## src/core/pco_pkg.sv

```systemverilog
// pco_pkg: constants for the port c alternate-function override block
// assumes a 32-bit classic wishbone slave with word-aligned registers
package pco_pkg;

  ////////////////////////////////////////////////////////////////////////////
  // widths
  localparam int unsigned PCO_PINS  = 8;   // pins on the port
  localparam int unsigned PCO_AW    = 8;   // byte address width
  localparam int unsigned PCO_DW    = 32;  // bus data width

  ////////////////////////////////////////////////////////////////////////////
  // register byte offsets
  localparam logic [7:0] PCO_OFS_OUT   = 8'h00; // output value / pull-up
  localparam logic [7:0] PCO_OFS_DIR   = 8'h04; // direction, 1 = output
  localparam logic [7:0] PCO_OFS_PIN   = 8'h08; // sampled pin levels, ro
  localparam logic [7:0] PCO_OFS_CTRL  = 8'h0c; // digital disables, pull-up

  ////////////////////////////////////////////////////////////////////////////
  // control register field positions
  localparam int unsigned PCO_CTRL_PUD   = 0;  // global pull-up disable
  localparam int unsigned PCO_CTRL_AD8D  = 4;  // pin 4 digital disable
  localparam int unsigned PCO_CTRL_AD9D  = 5;  // pin 5 digital disable
  localparam int unsigned PCO_CTRL_AD10D = 6;  // pin 6 digital disable

  ////////////////////////////////////////////////////////////////////////////
  // pin positions of the alternate functions
  localparam int unsigned PCO_PIN_CONV  = 7;  // converter output pin
  localparam int unsigned PCO_PIN_S2O3  = 3;  // stage 2 out 3 / timer1 clk
  localparam int unsigned PCO_PIN_S2O2  = 2;  // stage 2 out 2 / timer0 clk
  localparam int unsigned PCO_PIN_CMPB  = 1;  // compare b / stage1 input
  localparam int unsigned PCO_PIN_S1O0  = 0;  // stage 1 out 0 / irq 3

  ////////////////////////////////////////////////////////////////////////////
  // reset values
  localparam logic [7:0] PCO_RST_OUT  = 8'h00;
  localparam logic [7:0] PCO_RST_DIR  = 8'h00;
  localparam logic [7:0] PCO_RST_CTRL = 8'h00;
  localparam logic [7:0] PCO_RST_PIN  = 8'h00;

endpackage : pco_pkg

```

## src/core/pco_port_c_override.sv

```systemverilog
// pco_port_c_override: port c registers and pad override logic
// assumes synchronous pad inputs, one clock, classic wishbone master
//
// Operation
// - converter enable forces pin 7 input
// - input enable override on pins 7..4, zero
// - stage enables force pins 3,2,0 output
// - stage/compare values drive pins 3,2,1,0
// - compare b enable gates pin 1 value
// - no pull-up override on pins 3..0
// - pin 0 input stays on for irq 3
// - pin 0 carries stage 1 output 0
`timescale 1ns/100ps
`default_nettype none

module pco_port_c_override
  import pco_pkg::*;
(
  // clock and reset
  input  wire logic                clk_i,
  input  wire logic                rst_i,
  // wishbone slave
  input  wire logic                wb_cyc_i,
  input  wire logic                wb_stb_i,
  input  wire logic                wb_we_i,
  input  wire logic [PCO_AW-1:0]   wb_adr_i,
  input  wire logic [3:0]          wb_sel_i,
  input  wire logic [PCO_DW-1:0]   wb_dat_i,
  output logic      [PCO_DW-1:0]   wb_dat_o,
  output logic                     wb_ack_o,
  // peripheral override requests
  input  wire logic                converter_output_enable_i,
  input  wire logic                stage2_out3_enable_i,
  input  wire logic                stage2_out2_enable_i,
  input  wire logic                stage1_out0_enable_i,
  input  wire logic                stage2_out3_value_i,
  input  wire logic                stage2_out2_value_i,
  input  wire logic                stage1_out0_value_i,
  input  wire logic                timer1_compare_b_out_i,
  input  wire logic                timer1_compare_b_enable_i,
  input  wire logic                ext_irq3_enable_i,
  // inputs delivered to peripherals
  output logic                     ext_irq3_input_o,
  output logic                     stage1_digital_input_o,
  output logic                     timer0_clock_input_o,
  output logic                     timer1_clock_input_o,
  // pads
  input  wire logic [PCO_PINS-1:0] pad_in_i,
  output logic      [PCO_PINS-1:0] pad_out_o,
  output logic      [PCO_PINS-1:0] pad_oe_o,
  output logic      [PCO_PINS-1:0] pad_pullup_o,
  output logic      [PCO_PINS-1:0] pad_input_en_o
);

  ////////////////////////////////////////////////////////////////////////////
  // override mux: enable picks the override, else the port setting
  function automatic logic ovr(input logic en, input logic val,
                               input logic base);
    ovr = en ? val : base;
  endfunction : ovr

  ////////////////////////////////////////////////////////////////////////////
  // state
  logic [7:0]        out_q,  out_d;   // port output value / pull-up bits
  logic [7:0]        dir_q,  dir_d;   // port direction bits
  logic [7:0]        ctrl_q, ctrl_d;  // digital disables and pull-up off
  logic [7:0]        pin_q,  pin_d;   // sampled, gated pad levels
  logic              ack_q,  ack_d;   // bus answer
  logic [PCO_DW-1:0] rdat_q, rdat_d;  // registered read data
  logic              req;             // live bus request
  logic              wr_now;          // write commits this edge
  logic [7:0]        direction_override_enable, direction_override_value;      // direction override pair
  logic [7:0]        port_value_override_enable, port_value_override_value;      // value override pair
  logic [7:0]        input_enable_override_enable, input_enable_override_value;    // input enable override pair

  assign req    = wb_cyc_i & wb_stb_i;
  assign wr_now = req & wb_we_i & ack_q & wb_sel_i[0];

  ////////////////////////////////////////////////////////////////////////////
  // override pairs per pin
  always_comb
  begin
    direction_override_enable  = 8'h00;
    direction_override_value  = 8'h00;
    port_value_override_enable  = 8'h00;
    port_value_override_value  = 8'h00;
    input_enable_override_enable = 8'h00;
    input_enable_override_value = 8'h00;
    // converter pin: forced input, digital input off
    direction_override_enable[PCO_PIN_CONV]  = converter_output_enable_i;
    input_enable_override_enable[PCO_PIN_CONV] = converter_output_enable_i;
    // analog pins: only input enable overridden, value zero
    input_enable_override_enable[6] = ctrl_q[PCO_CTRL_AD10D];
    input_enable_override_enable[5] = ctrl_q[PCO_CTRL_AD9D];
    input_enable_override_enable[4] = ctrl_q[PCO_CTRL_AD8D];
    // stage outputs take direction and value
    direction_override_enable[PCO_PIN_S2O3] = stage2_out3_enable_i;
    direction_override_value[PCO_PIN_S2O3] = 1'b1;
    port_value_override_enable[PCO_PIN_S2O3] = stage2_out3_enable_i;
    port_value_override_value[PCO_PIN_S2O3] = stage2_out3_value_i;
    direction_override_enable[PCO_PIN_S2O2] = stage2_out2_enable_i;
    direction_override_value[PCO_PIN_S2O2] = 1'b1;
    port_value_override_enable[PCO_PIN_S2O2] = stage2_out2_enable_i;
    port_value_override_value[PCO_PIN_S2O2] = stage2_out2_value_i;
    // compare b: value only, direction stays with software
    port_value_override_enable[PCO_PIN_CMPB] = timer1_compare_b_enable_i;
    port_value_override_value[PCO_PIN_CMPB] = timer1_compare_b_out_i;
    // pin 0: stage 1 output and irq 3 input
    direction_override_enable[PCO_PIN_S1O0]  = stage1_out0_enable_i;
    direction_override_value[PCO_PIN_S1O0]  = 1'b1;
    port_value_override_enable[PCO_PIN_S1O0]  = stage1_out0_enable_i;
    port_value_override_value[PCO_PIN_S1O0]  = stage1_out0_value_i;
    input_enable_override_enable[PCO_PIN_S1O0] = ext_irq3_enable_i;
    input_enable_override_value[PCO_PIN_S1O0] = ext_irq3_enable_i;
  end

  ////////////////////////////////////////////////////////////////////////////
  // pad drive, combinational from registers and peripherals
  always_comb
  begin
    for (int i = 0; i < PCO_PINS; i++)
    begin
      // pin 1 leaves direction to software for compare b
      pad_oe_o[i]       = ovr(direction_override_enable[i], direction_override_value[i], dir_q[i]);
      pad_out_o[i]      = ovr(port_value_override_enable[i], port_value_override_value[i], out_q[i]);
      pad_input_en_o[i] = ovr(input_enable_override_enable[i], input_enable_override_value[i], 1'b1);
      // no pull-up override anywhere; comparator pins rely on
      // software clearing the port bit
      pad_pullup_o[i]   = out_q[i] & ~dir_q[i]
                        & ~ctrl_q[PCO_CTRL_PUD];
    end
  end

  ////////////////////////////////////////////////////////////////////////////
  // sampled pin levels to peripherals
  assign timer1_clock_input_o   = pin_q[PCO_PIN_S2O3];
  assign timer0_clock_input_o   = pin_q[PCO_PIN_S2O2];
  assign stage1_digital_input_o = pin_q[PCO_PIN_CMPB];
  assign ext_irq3_input_o       = pin_q[PCO_PIN_S1O0];

  ////////////////////////////////////////////////////////////////////////////
  // next state: bus writes, read data, pin sampling
  always_comb
  begin
    out_d  = out_q;
    dir_d  = dir_q;
    ctrl_d = ctrl_q;
    rdat_d = rdat_q;
    // a disabled digital input reads as zero
    pin_d  = pad_in_i & pad_input_en_o;
    // answer one cycle after request, drop the cycle after
    ack_d  = req & ~ack_q;
    // read data captured while the answer is built
    if (req & ~ack_q)
    begin
      unique case (wb_adr_i)
        PCO_OFS_OUT:  rdat_d = {24'h000000, out_q};
        PCO_OFS_DIR:  rdat_d = {24'h000000, dir_q};
        PCO_OFS_PIN:  rdat_d = {24'h000000, pin_q};
        PCO_OFS_CTRL: rdat_d = {24'h000000, ctrl_q};
        default:      rdat_d = 32'h00000000; // unmapped reads zero
      endcase
    end
    // write takes effect at the edge where ack is seen; a master that
    // holds stb past ack gets another answer and another write two cycles later
    if (wr_now)
    begin
      unique case (wb_adr_i)
        PCO_OFS_OUT:  out_d  = wb_dat_i[7:0];
        PCO_OFS_DIR:  dir_d  = wb_dat_i[7:0];
        PCO_OFS_CTRL: ctrl_d = wb_dat_i[7:0];
        default:      ; // read-only or unmapped: ignored
      endcase
    end
  end

  ////////////////////////////////////////////////////////////////////////////
  // registers
  always_ff @(posedge clk_i)
  begin
    if (rst_i)
    begin
      out_q  <= PCO_RST_OUT;
      dir_q  <= PCO_RST_DIR;
      ctrl_q <= PCO_RST_CTRL;
      pin_q  <= PCO_RST_PIN;
      ack_q  <= 1'b0;
      rdat_q <= 32'h00000000;
    end
    else
    begin
      out_q  <= out_d;
      dir_q  <= dir_d;
      ctrl_q <= ctrl_d;
      pin_q  <= pin_d;
      ack_q  <= ack_d;
      rdat_q <= rdat_d;
    end
  end

  assign wb_ack_o = ack_q;
  assign wb_dat_o = rdat_q;
endmodule : pco_port_c_override

`default_nettype wire

```

## config.mk

```make
export PLATFORM = sky130hd
export DESIGN_NAME = pco_port_c_override
export DESIGN_NICKNAME = d
export VERILOG_FILES = /design/src/core/pco_pkg.sv /design/src/core/pco_port_c_override.sv
export SDC_FILE = /design/constraint.sdc
export NUM_CORES = 1
export LEC_CHECK = 0
export ABC_AREA = 1
export BUFFER_PORTS_ARGS = -buffer_cell sky130_fd_sc_hd__buf_4
export CORE_ASPECT_RATIO = 0.9
export CORE_MARGIN = 4
export CORE_UTILIZATION = 40
export CTS_BUF_LIST = sky130_fd_sc_hd__clkbuf_8 sky130_fd_sc_hd__clkbuf_16
export CTS_CLUSTER_DIAMETER = 60
export DETAILED_ROUTE_END_ITERATION = 10
export PLACE_DENSITY_LB_ADDON = 0.15
export RECOVER_POWER = 25
export SLEW_MARGIN = 20
export SYNTH_ARGS = -nofsm -noshare
export SYNTH_HDL_FRONTEND = slang
export SYNTH_SLANG_ARGS = --single-unit
```

## constraint.sdc

```tcl
create_clock -name clk_i -period 3.66 [get_ports clk_i]
set_input_delay 0.366 -clock clk_i [delete_from_list [all_inputs] [get_ports clk_i]]
set_output_delay 0.366 -clock clk_i [all_outputs]
set_load 0.05 [all_outputs]
```

# Word level (Yosys, flattened, before mapping)
# Index checks and enable logic that the tools add are counted.
[op_classes]
eq_ne = 3
mux = 13
bitwise_logic = 32
reduce_logical = 4
[op_table]
columns = ["cell", "n"]
rows = [
  ["$pmux W8 S4", 1],
  ["$and A1 B1 Y1", 21],
  ["$eq A8 B4 Y1 const B", 2],
  ["$mux W1", 12],
  ["$not A1 Y1", 10],
  ["$and A8 B8 Y8", 1],
  ["$eq A8 B3 Y1 const B", 1],
  ["$logic_not A8 Y1", 1],
  ["$reduce_and A2 Y1", 3],
]
[word_totals]
reg_bits = 65
input_bits = 67
output_inout_bits = 69
wordCells = 58

# Depth between registers and ports, before layout
# Gate-level depths: netlist of run 1.
[logic_depth]
word_depth = 5
ltp_mapped = 8
depth_no_buf = 7

# Worst setup path after synthesis of run 1
# OpenSTA, ideal clock, no wires.
[synth_path]
kind = "register -> output"
startpoint = "reg ctrl_q[0]"
endpoint = "out pad_pullup_o[4]"
arrival_ns = 1.635
required_ns = 3.294
setup_slack_ns = 1.659
path_stages_with_launch = 3
path_buffers = 1
path_cell_list = "dfxtp_1 -> clkbuf_1 -> nor3b_1"
[synth_between]
elab_chain_len = 2
[synth_lines]
columns = ["item", "line", "rtl"]
rows = [
  ["from (decl)", "pco_port_c_override.sv:66", "logic [7:0] ctrl_q, ctrl_d;"],
  ["from (signal assigned)", "pco_port_c_override.sv:194", "ctrl_q <= ctrl_d;"],
  ["$not A1 Y1", "pco_port_c_override.sv:130", "& ~ctrl_q[PCO_CTRL_PUD];"],
  ["$and A1 B1 Y1", "pco_port_c_override.sv:130", ""],
  ["to (decl)", "pco_port_c_override.sv:51", "output logic [PCO_PINS-1:0] pad_pullup_o,"],
]
# Every way passes these cells.

# Worst setup path in the final report of run 1
[layout_path]
startpoint = "reg ack_q (netlist: wb_ack_o)"
endpoint = "reg rdat_q[0] (netlist: wb_dat_o[0])"
[layout_between]
elab_chain_len = 2
[layout_lines]
columns = ["item", "line", "rtl"]
rows = [
  ["from (decl)", "pco_port_c_override.sv:68", "logic ack_q, ack_d;"],
  ["from (signal assigned)", "pco_port_c_override.sv:196", "ack_q <= ack_d;"],
  ["$not A1 Y1", "pco_port_c_override.sv:154", "if (req & ~ack_q)"],
  ["$and A1 B1 Y1", "pco_port_c_override.sv:154", ""],
  ["to (signal assigned)", "pco_port_c_override.sv:197", "rdat_q <= rdat_d;"],
  ["to (decl)", "pco_port_c_override.sv:69", "logic [PCO_DW-1:0] rdat_q, rdat_d;"],
]
# Every way passes these cells.
# A chain may end at the register's enable or synchronous reset.

==> summary by stage, run 1 <==
STA
Setup repair after global routing left no endpoint under its margin. Setup violations remaining at the end of the flow were counted as 0. The number of pins with negative max-slew slack in the final report is 42. The maximum operating frequency is 574.8 MHz.

The worst slew margin relative to its limit is -22.54%. The setup TNS is 0 ps. The routed design could run at a clock period as short as 1740 ps.

The slew at the pin closest to its max-slew limit is 1838 ps. The final count of hold timing violations is 0. Between clock sinks in the finished design, the worst skew comes to 3.263 ps.

In the finished design, the share of the clock period the worst path needs comes to 47.53%.

GRT
The number of global-route vias before repair is 1834. Entering global routing, the biggest net connects 42 pins. The total congestion overflow is 0. The number of antenna violations at the first check in global routing is 0. The first global-routing pass estimated 8473 µm of wire. The overall fraction of global-route tracks in use is 15.65%.

Routing
Once detail routing completed, the nets flagged for antenna violations numbered 0. The detailed router finished its first iteration with 106 violations. The average detailed-routed wire length per instance is 12.35 µm. The total vias in the final route is 2007.

In the routed design, unresolved DRC markers number 0. The first TritonRoute pass finished after 4 iterations. After detailed routing, the total wire length is 5396 µm.

The via count normalized by instance count is 4.593.

Logic synthesis
Synthesis produced 303 cells. The number of register bits inferred by synthesis is 41. For this run, asynchronously set or reset flops after synthesis account for 0%. The synthesized area divided by synthesized cell count is 7.449 µm². After synthesis, flip-flops and latches occupy 36.36% of the total area.

After synthesis, the netlist uses 27 different library cells. The top cell type's share of synthesized area is 36.36%. The warning count from the yosys run is 0.

For this run, the leading register cell type out of synthesis is sky130_fd_sc_hd__dfxtp_1. The post-synthesis cell area is 2257 µm². The number of synthesized flops with an enable pin is 0. The largest total area in the synthesized netlist belongs to sky130_fd_sc_hd__dfxtp_1. By area the synthesized netlist is led by sky130_fd_sc_hd__dfxtp_1, sky130_fd_sc_hd__buf_4, sky130_fd_sc_hd__nand2_1.

Worst hold path
The path type of the worst min-delay path is in2reg. The worst hold path begins at pad_in_i[3].

Worst setup path
The path type of the worst setup path is reg2reg. STA puts the critical path data required time at 3760 ps. The worst register-to-register path begins at wb_ack_o$_SDFF_PP0_. The kind of start point of the critical path is a register.

The critical path startpoint is wb_ack_o$_SDFF_PP0_. The worst setup path is captured at a register. The peak fanout along the critical path is 9. The data arrival time of the critical path is 1840 ps.

Clock network
The count of cells resized by post-cts repair is 0. The clock root buffer is sky130_fd_sc_hd__clkbuf_8. The TritonCTS clock tree is built.

CTS built an H-tree with a depth of 2. After clock tree synthesis, the setup repair step added 0 buffers. The maximum buffer depth of the clock tree is 2. The number of hold-repair buffers added at the cts stage is 0. Buffers inserted during clock tree synthesis total 5. The clock latency on the worst-skew pair is 290 ps. The number of sinks handled by clock tree synthesis is 41.

The clock-pin slew reported for the worst setup and hold paths after clock tree synthesis is 80 ps.

Finish
The fraction of final layout cells with drive strength greater than 1 is 27.84%. The number of filler cells placed in the layout is 582. The net count of the finished layout is 436. Summing all non-filler instances in the final layout gives an area of 2739 µm². The repair_antennas step left the layout with diodes totalling 0.

Relative to the synthesized area, the layout overhead comes to 21.34%.

Power
The power density over the cells is 344.8 nW/µm². The maximum vdd ir drop is 0.1462 mV. The static leakage is 1.340 nW.

Floorplan
The floorplan core area is 5349 µm². Measured along the y axis, the die boundary spans 79.27 µm. 136 I/O pins were placed. The number of core rows is 25.

The initial core utilization is 42.20%. The die footprint is 6910 µm². The floorplan step set the die width to 87.18 µm.

Status
The flow ran to the end, but the final reports show violations. The checks that failed: capacitance limit, slew limit.

Placed design
Routability-driven placement finished with a final weighted congestion of 0.7756. The number of port buffers is 79. The HPWL after detailed placement is 4044 µm.

The total cell area at the placement stage is 2686 µm².

Flow run
Across the run, the number of max-cap violations was 1.
## logic make-up (layout without fill, tap and decap cells)
family                 after synthesis  count (layout)  synth area share [%]
DFF                                 41              41                 36.36
buffers and inverters               75             116                 20.12
AOI/OAI and AO/OA                   44              44                 12.42
other                                2              28                0.3327
and+or+nand+nor                    141             141                 30.77
## worst paths after layout
path / to / slack (ps) / cells past startpoint
setup / recovery: wb_dat_o[0]$_SDFFE_PP0P_ / 1920 / 4
hold / removal: pin_q[3]$_SDFF_PP0_ / 270 / 3
setup reg to reg: wb_dat_o[0]$_SDFFE_PP0P_ / 1920 / 4
hold reg to reg: wb_dat_o[3]$_SDFFE_PP0P_ / 470 / 2
## synth_stat cells, drive strengths merged, types with 2 or more instances
master,number
nor2,39
dfxtp,41
nor3,5
or2,3
nand3,25
a211oi,16
inv,28
clkbuf,6
conb,2
o21ai,12
buf,40
nor3b,3
a21oi,16
nand2,66
## critical path, cell delays in order, from the launching register on
cell	delay, ps
sky130_fd_sc_hd__dfxtp_1	350
sky130_fd_sc_hd__nor2_1	510
sky130_fd_sc_hd__clkinv_1	460
sky130_fd_sc_hd__nand2_1	160
sky130_fd_sc_hd__a21oi_1	70
## layout make-up
class	instances	area (µm²)	area share, %
multi-input cells	213	1080	39.42
flip-flops and latches	41	820.8	29.97
repair buffers	79	544.3	19.87
inverters	29	108.9	3.974
clock buffers	7	96.34	3.518
well taps	67	83.83	3.061
clock inverters	1	5.005	0.1827
## stage by stage
stage	hold slack [ps]	util, %	total power [mW]	worst slack, ps	cells
after global routing	278.3	51.20	0.9823	1688	437
after floorplan	454.0	-	0.6076	1659	329
after CTS	267.4	52.12	0.9564	1947	437
after detailed placement	457.1	50.22	0.6359	1790	429
after global placement	456.4	50.22	0.6349	1805	429
final	269.8	51.20	0.9445	1920	437
## sequential cells by signal, indices dropped and copies added, names as in the netlist
register  cells
ctrl_q        8
dir_q         8
out_q         8
pin_q         8
wb_dat_o      8
wb_ack_o      1
## power breakdown
part	switching (mW)	leakage (nW)	total [mW]	internal [mW]
logic	0.129	0.954	0.169	0.0404
registers	0.00229	0.332	0.453	0.451
clock network	0.152	0.0542	0.322	0.170
## placed cells by master, fill, tap and decap left out, drive strengths merged, types with 3 or more instances in the layout
cell type,instances
buf,66
dfxtp,41
o21ai,12
nand2,66
nor3,5
a21oi,16
or2,3
conb,28
a211oi,16
clkbuf,20
nor2,39
nand3,25
inv,28
nor3b,3
## metal layers
| layer | vias to the layer above | share of wire, % | global-route usage, % |
|---|---|---|---|
| met2 | 72 | 46 | 25.27 |
| li1 | 1037 | - | - |
| met3 | 4 | 9.5 | 4.876 |
| met4 | 0 | 0.28 | 3.221 |
| met5 | - | 0 | 0 |
| met1 | 894 | 45 | 20.55 |
Note: power is estimated with default switching activity, not from simulation.
==> run 2: changes to the inputs <==
Clock period 3.66 ns to 1.7 ns, I/O delays scaled along.
==> run 2 against run 1 <==
The flow now finishes without violations. Sequential cell count unchanged. Routed wire length is 3.7% higher. Via count up 0.35%. Largest cell class unchanged. Global-route usage up 0.54 points. Highest routed layer unchanged. Core utilization grew 0.47 points. Hold slack worse by 190 ps.
==> summary by stage, run 2 (synthesis results as in run 1) <==
Status
Status: complete, no violations (was finished with violations).

STA
The final worst slack is 284.7 ps (was 1920 ps). The final setup violation count is 0 (unchanged). The number of pins with negative max-slew slack in the final report is 0 (was 42). Unrepaired setup endpoints after global routing: false (unchanged).

The worst setup skew after layout is 5.868 ps (was 3.263 ps). The routed design could run at a clock period as short as 1415 ps. The final count of hold timing violations was 0 (unchanged). The slew at the pin closest to its max-slew limit is 866.5 ps (was 1838 ps).

The worst path uses 83.25% of the clock period. The worst slew margin relative to its limit came to 42.23% (was -22.54%). Derived from the worst setup path, the maximum achievable clock frequency is 706.6 MHz.

Worst setup path
The data arrival time of the critical path is 1250 ps (was 1840 ps). The nature of the critical path endpoint is an output pin (was register). The kind of start point of the critical path is a register (unchanged). The path type of the worst setup path is reg2out (was reg2reg).

The critical path's slowest cell was sky130_fd_sc_hd__dfxtp_1 (was sky130_fd_sc_hd__nor2_1). The peak fanout along the critical path is 10 (was 9). The longest individual stage delay on the worst path is 630 ps (was 510 ps).

The required arrival time at the worst endpoint is 1530 ps (was 3760 ps). The critical path buffer and inverter count is 1 (unchanged). CP Cell Sequence: nor3_1 > buf_4 (was nor2_1 > clkinv_1 > nand2_1 > a21oi_1). The dominant delay contributor by cell family on the critical path is flip-flops (was simple AND/OR/NAND/NOR gates). The critical path startpoint is ctrl_q[0]$_SDFFE_PP0P_ (was wb_ack_o$_SDFF_PP0_). The source of the worst register-to-register timing path is wb_ack_o$_SDFF_PP0_ (unchanged).

Floorplan
The number of top-level design ports is 136 (unchanged). The overall die width was 87.18 µm (unchanged). The floorplan core area is 5349 µm² (unchanged). The number of core rows came to 25 (unchanged). The die footprint is 6910 µm² (unchanged). The initial core utilization is 42.20% (unchanged). The chip height is 79.27 µm (unchanged).

GRT
The number of antenna violations at the first check in global routing is 0 (unchanged). The overall fraction of global-route tracks in use is 16.19% (was 15.65%). The total congestion overflow is 0 (unchanged).

The number of global-route vias before repair was 1907 (was 1834). The largest net degree at the start of global routing is 42 (unchanged). The first-pass GRT wire length is 8880 µm (was 8473 µm).

Clock network
The TritonCTS clock tree was built (unchanged). The count of cells resized by post-cts repair is 0 (unchanged). The clock-pin slew reported for the worst setup and hold paths after clock tree synthesis came to 80 ps (about the same). The number of post-CTS setup repair buffers is 0 (unchanged). The CTS H-tree depth is 2 (unchanged). The number of sinks handled by clock tree synthesis is 41 (unchanged). The number of hold-repair buffers added at the cts stage came to 0 (unchanged).

The clock root buffer is sky130_fd_sc_hd__clkbuf_8 (unchanged). The clock latency on the worst-skew pair is 290 ps (about the same). The maximum buffer depth of the clock tree is 2 (unchanged).

The TritonCTS buffer count is 5 (unchanged).

Finish
The area added between synthesis and finish is 22.45% (was 21.34%). The final antenna diode count is 0 (unchanged). The fraction of final layout cells with drive strength greater than 1 came to 28.61% (was 27.84%).

The leading cell type in the layout, fill and taps excluded is sky130_fd_sc_hd__buf_4 (unchanged). The area of all placed cells without fillers was 2764 µm² (was 2739 µm²). Highest-count cells in the layout ignoring fill and taps: sky130_fd_sc_hd__buf_4, sky130_fd_sc_hd__nand2_1, sky130_fd_sc_hd__dfxtp_1, sky130_fd_sc_hd__nor2_1, sky130_fd_sc_hd__conb_1 (unchanged). The number of nets in the layout was 440 (was 436).

Worst hold path
The launch instance of the worst min-delay path was pad_in_i[2] (was pad_in_i[3]). The path type of the worst min-delay path is in2reg (unchanged).

Flow run
The max-capacitance violation count is 0 (was 1).

Power
The power density over the cells is 708.6 nW/µm² (was 344.8 nW/µm²). The maximum vdd ir drop was 0.4335 mV (was 0.1462 mV). The static leakage was 1.362 nW (was 1.340 nW).

Routing
The via count normalized by instance count is 4.567 (was 4.593). The total vias in the final route was 2014 (was 2007). The average detailed-routed wire length per instance was 12.69 µm (was 12.35 µm). The detailed-route wire length is 5598 µm (was 5396 µm).

The DRC violation count after routing is 0 (unchanged). The number of optimization iterations in the first detailed-route pass is 4 (unchanged). The initial DRC count is 132 (was 106). The residual antenna-violating net count after detailed routing is 0 (unchanged).

Placed design
The final HPWL from detailed placement is 4212 µm (was 4044 µm). The placement-stage worst setup slack is 248.8 ps (was 1790 ps). The final estimated routing congestion in global placement was 0.8251 (was 0.7756). The total cell area at the placement stage was 2729 µm² (was 2686 µm²). The number of port buffers was 79 (unchanged).
==> run 2: cell count changes in the layout (fill, tap and decap cells not counted), sizes merged <==
cell,delta
clkbuf,-2
buf,+4
clkinv,+1
inv,+1
==> run 2: final cells by class <==
cell class | count | area [µm²]
Inverter | 29 | 108.9
Multi-Input combinational cell | 213 | 1080
Clock inverter | 3 | 13.76
Timing Repair Buffer | 83 | 588.1
Fill cell | 548 | 2585
Clock buffer | 5 | 68.82
Tap cell | 67 | 83.83
Sequential cell | 41 | 820.8
==> run 2: stage by stage <==
stage	hold WS [ps]	setup TNS, ps	power [mW]	util, %	cells
floorplan	277.0	-468.7	1.308	-	329
global placement	372.3	0	1.373	51.02	433
detailed placement	380.1	0	1.376	51.02	433
CTS	76.00	0	1.981	52.56	441
global route	93.19	0	2.031	51.67	441
finish	78.00	0	1.958	51.67	441
==> run 2: metal layers <==
layer,global-route usage [%],up-vias,part of all wire [%]
met4,5.521,0,1.6
met2,25.34,68,47
met5,0,-,0
met3,3.423,8,7.5
li1,-,1044,-
met1,22.00,894,44
==> run 2: tightest hold or removal path, cell delays in order <==
cell and delay (ps):
sky130_fd_sc_hd__buf_4 70, sky130_fd_sc_hd__inv_1 30, sky130_fd_sc_hd__nor2_1 60
==> run 2: final timing paths <==
check	slack, ps	end	cells past startpoint
max	280	pad_pullup_o[0]	2
min	80	pin_q[2]$_SDFF_PP0_	3
max reg2reg	460	out_q[6]$_SDFFE_PP0P_	5
min reg2reg	470	wb_dat_o[6]$_SDFFE_PP0P_	2
==> run 2: power breakdown <==
| group | total, mW | switching [mW] | internal (mW) |
|---|---|---|---|
| Clock | 0.613 | 0.334 | 0.279 |
| Combinational | 0.370 | 0.279 | 0.0917 |
| Sequential | 0.975 | 0.00491 | 0.970 |
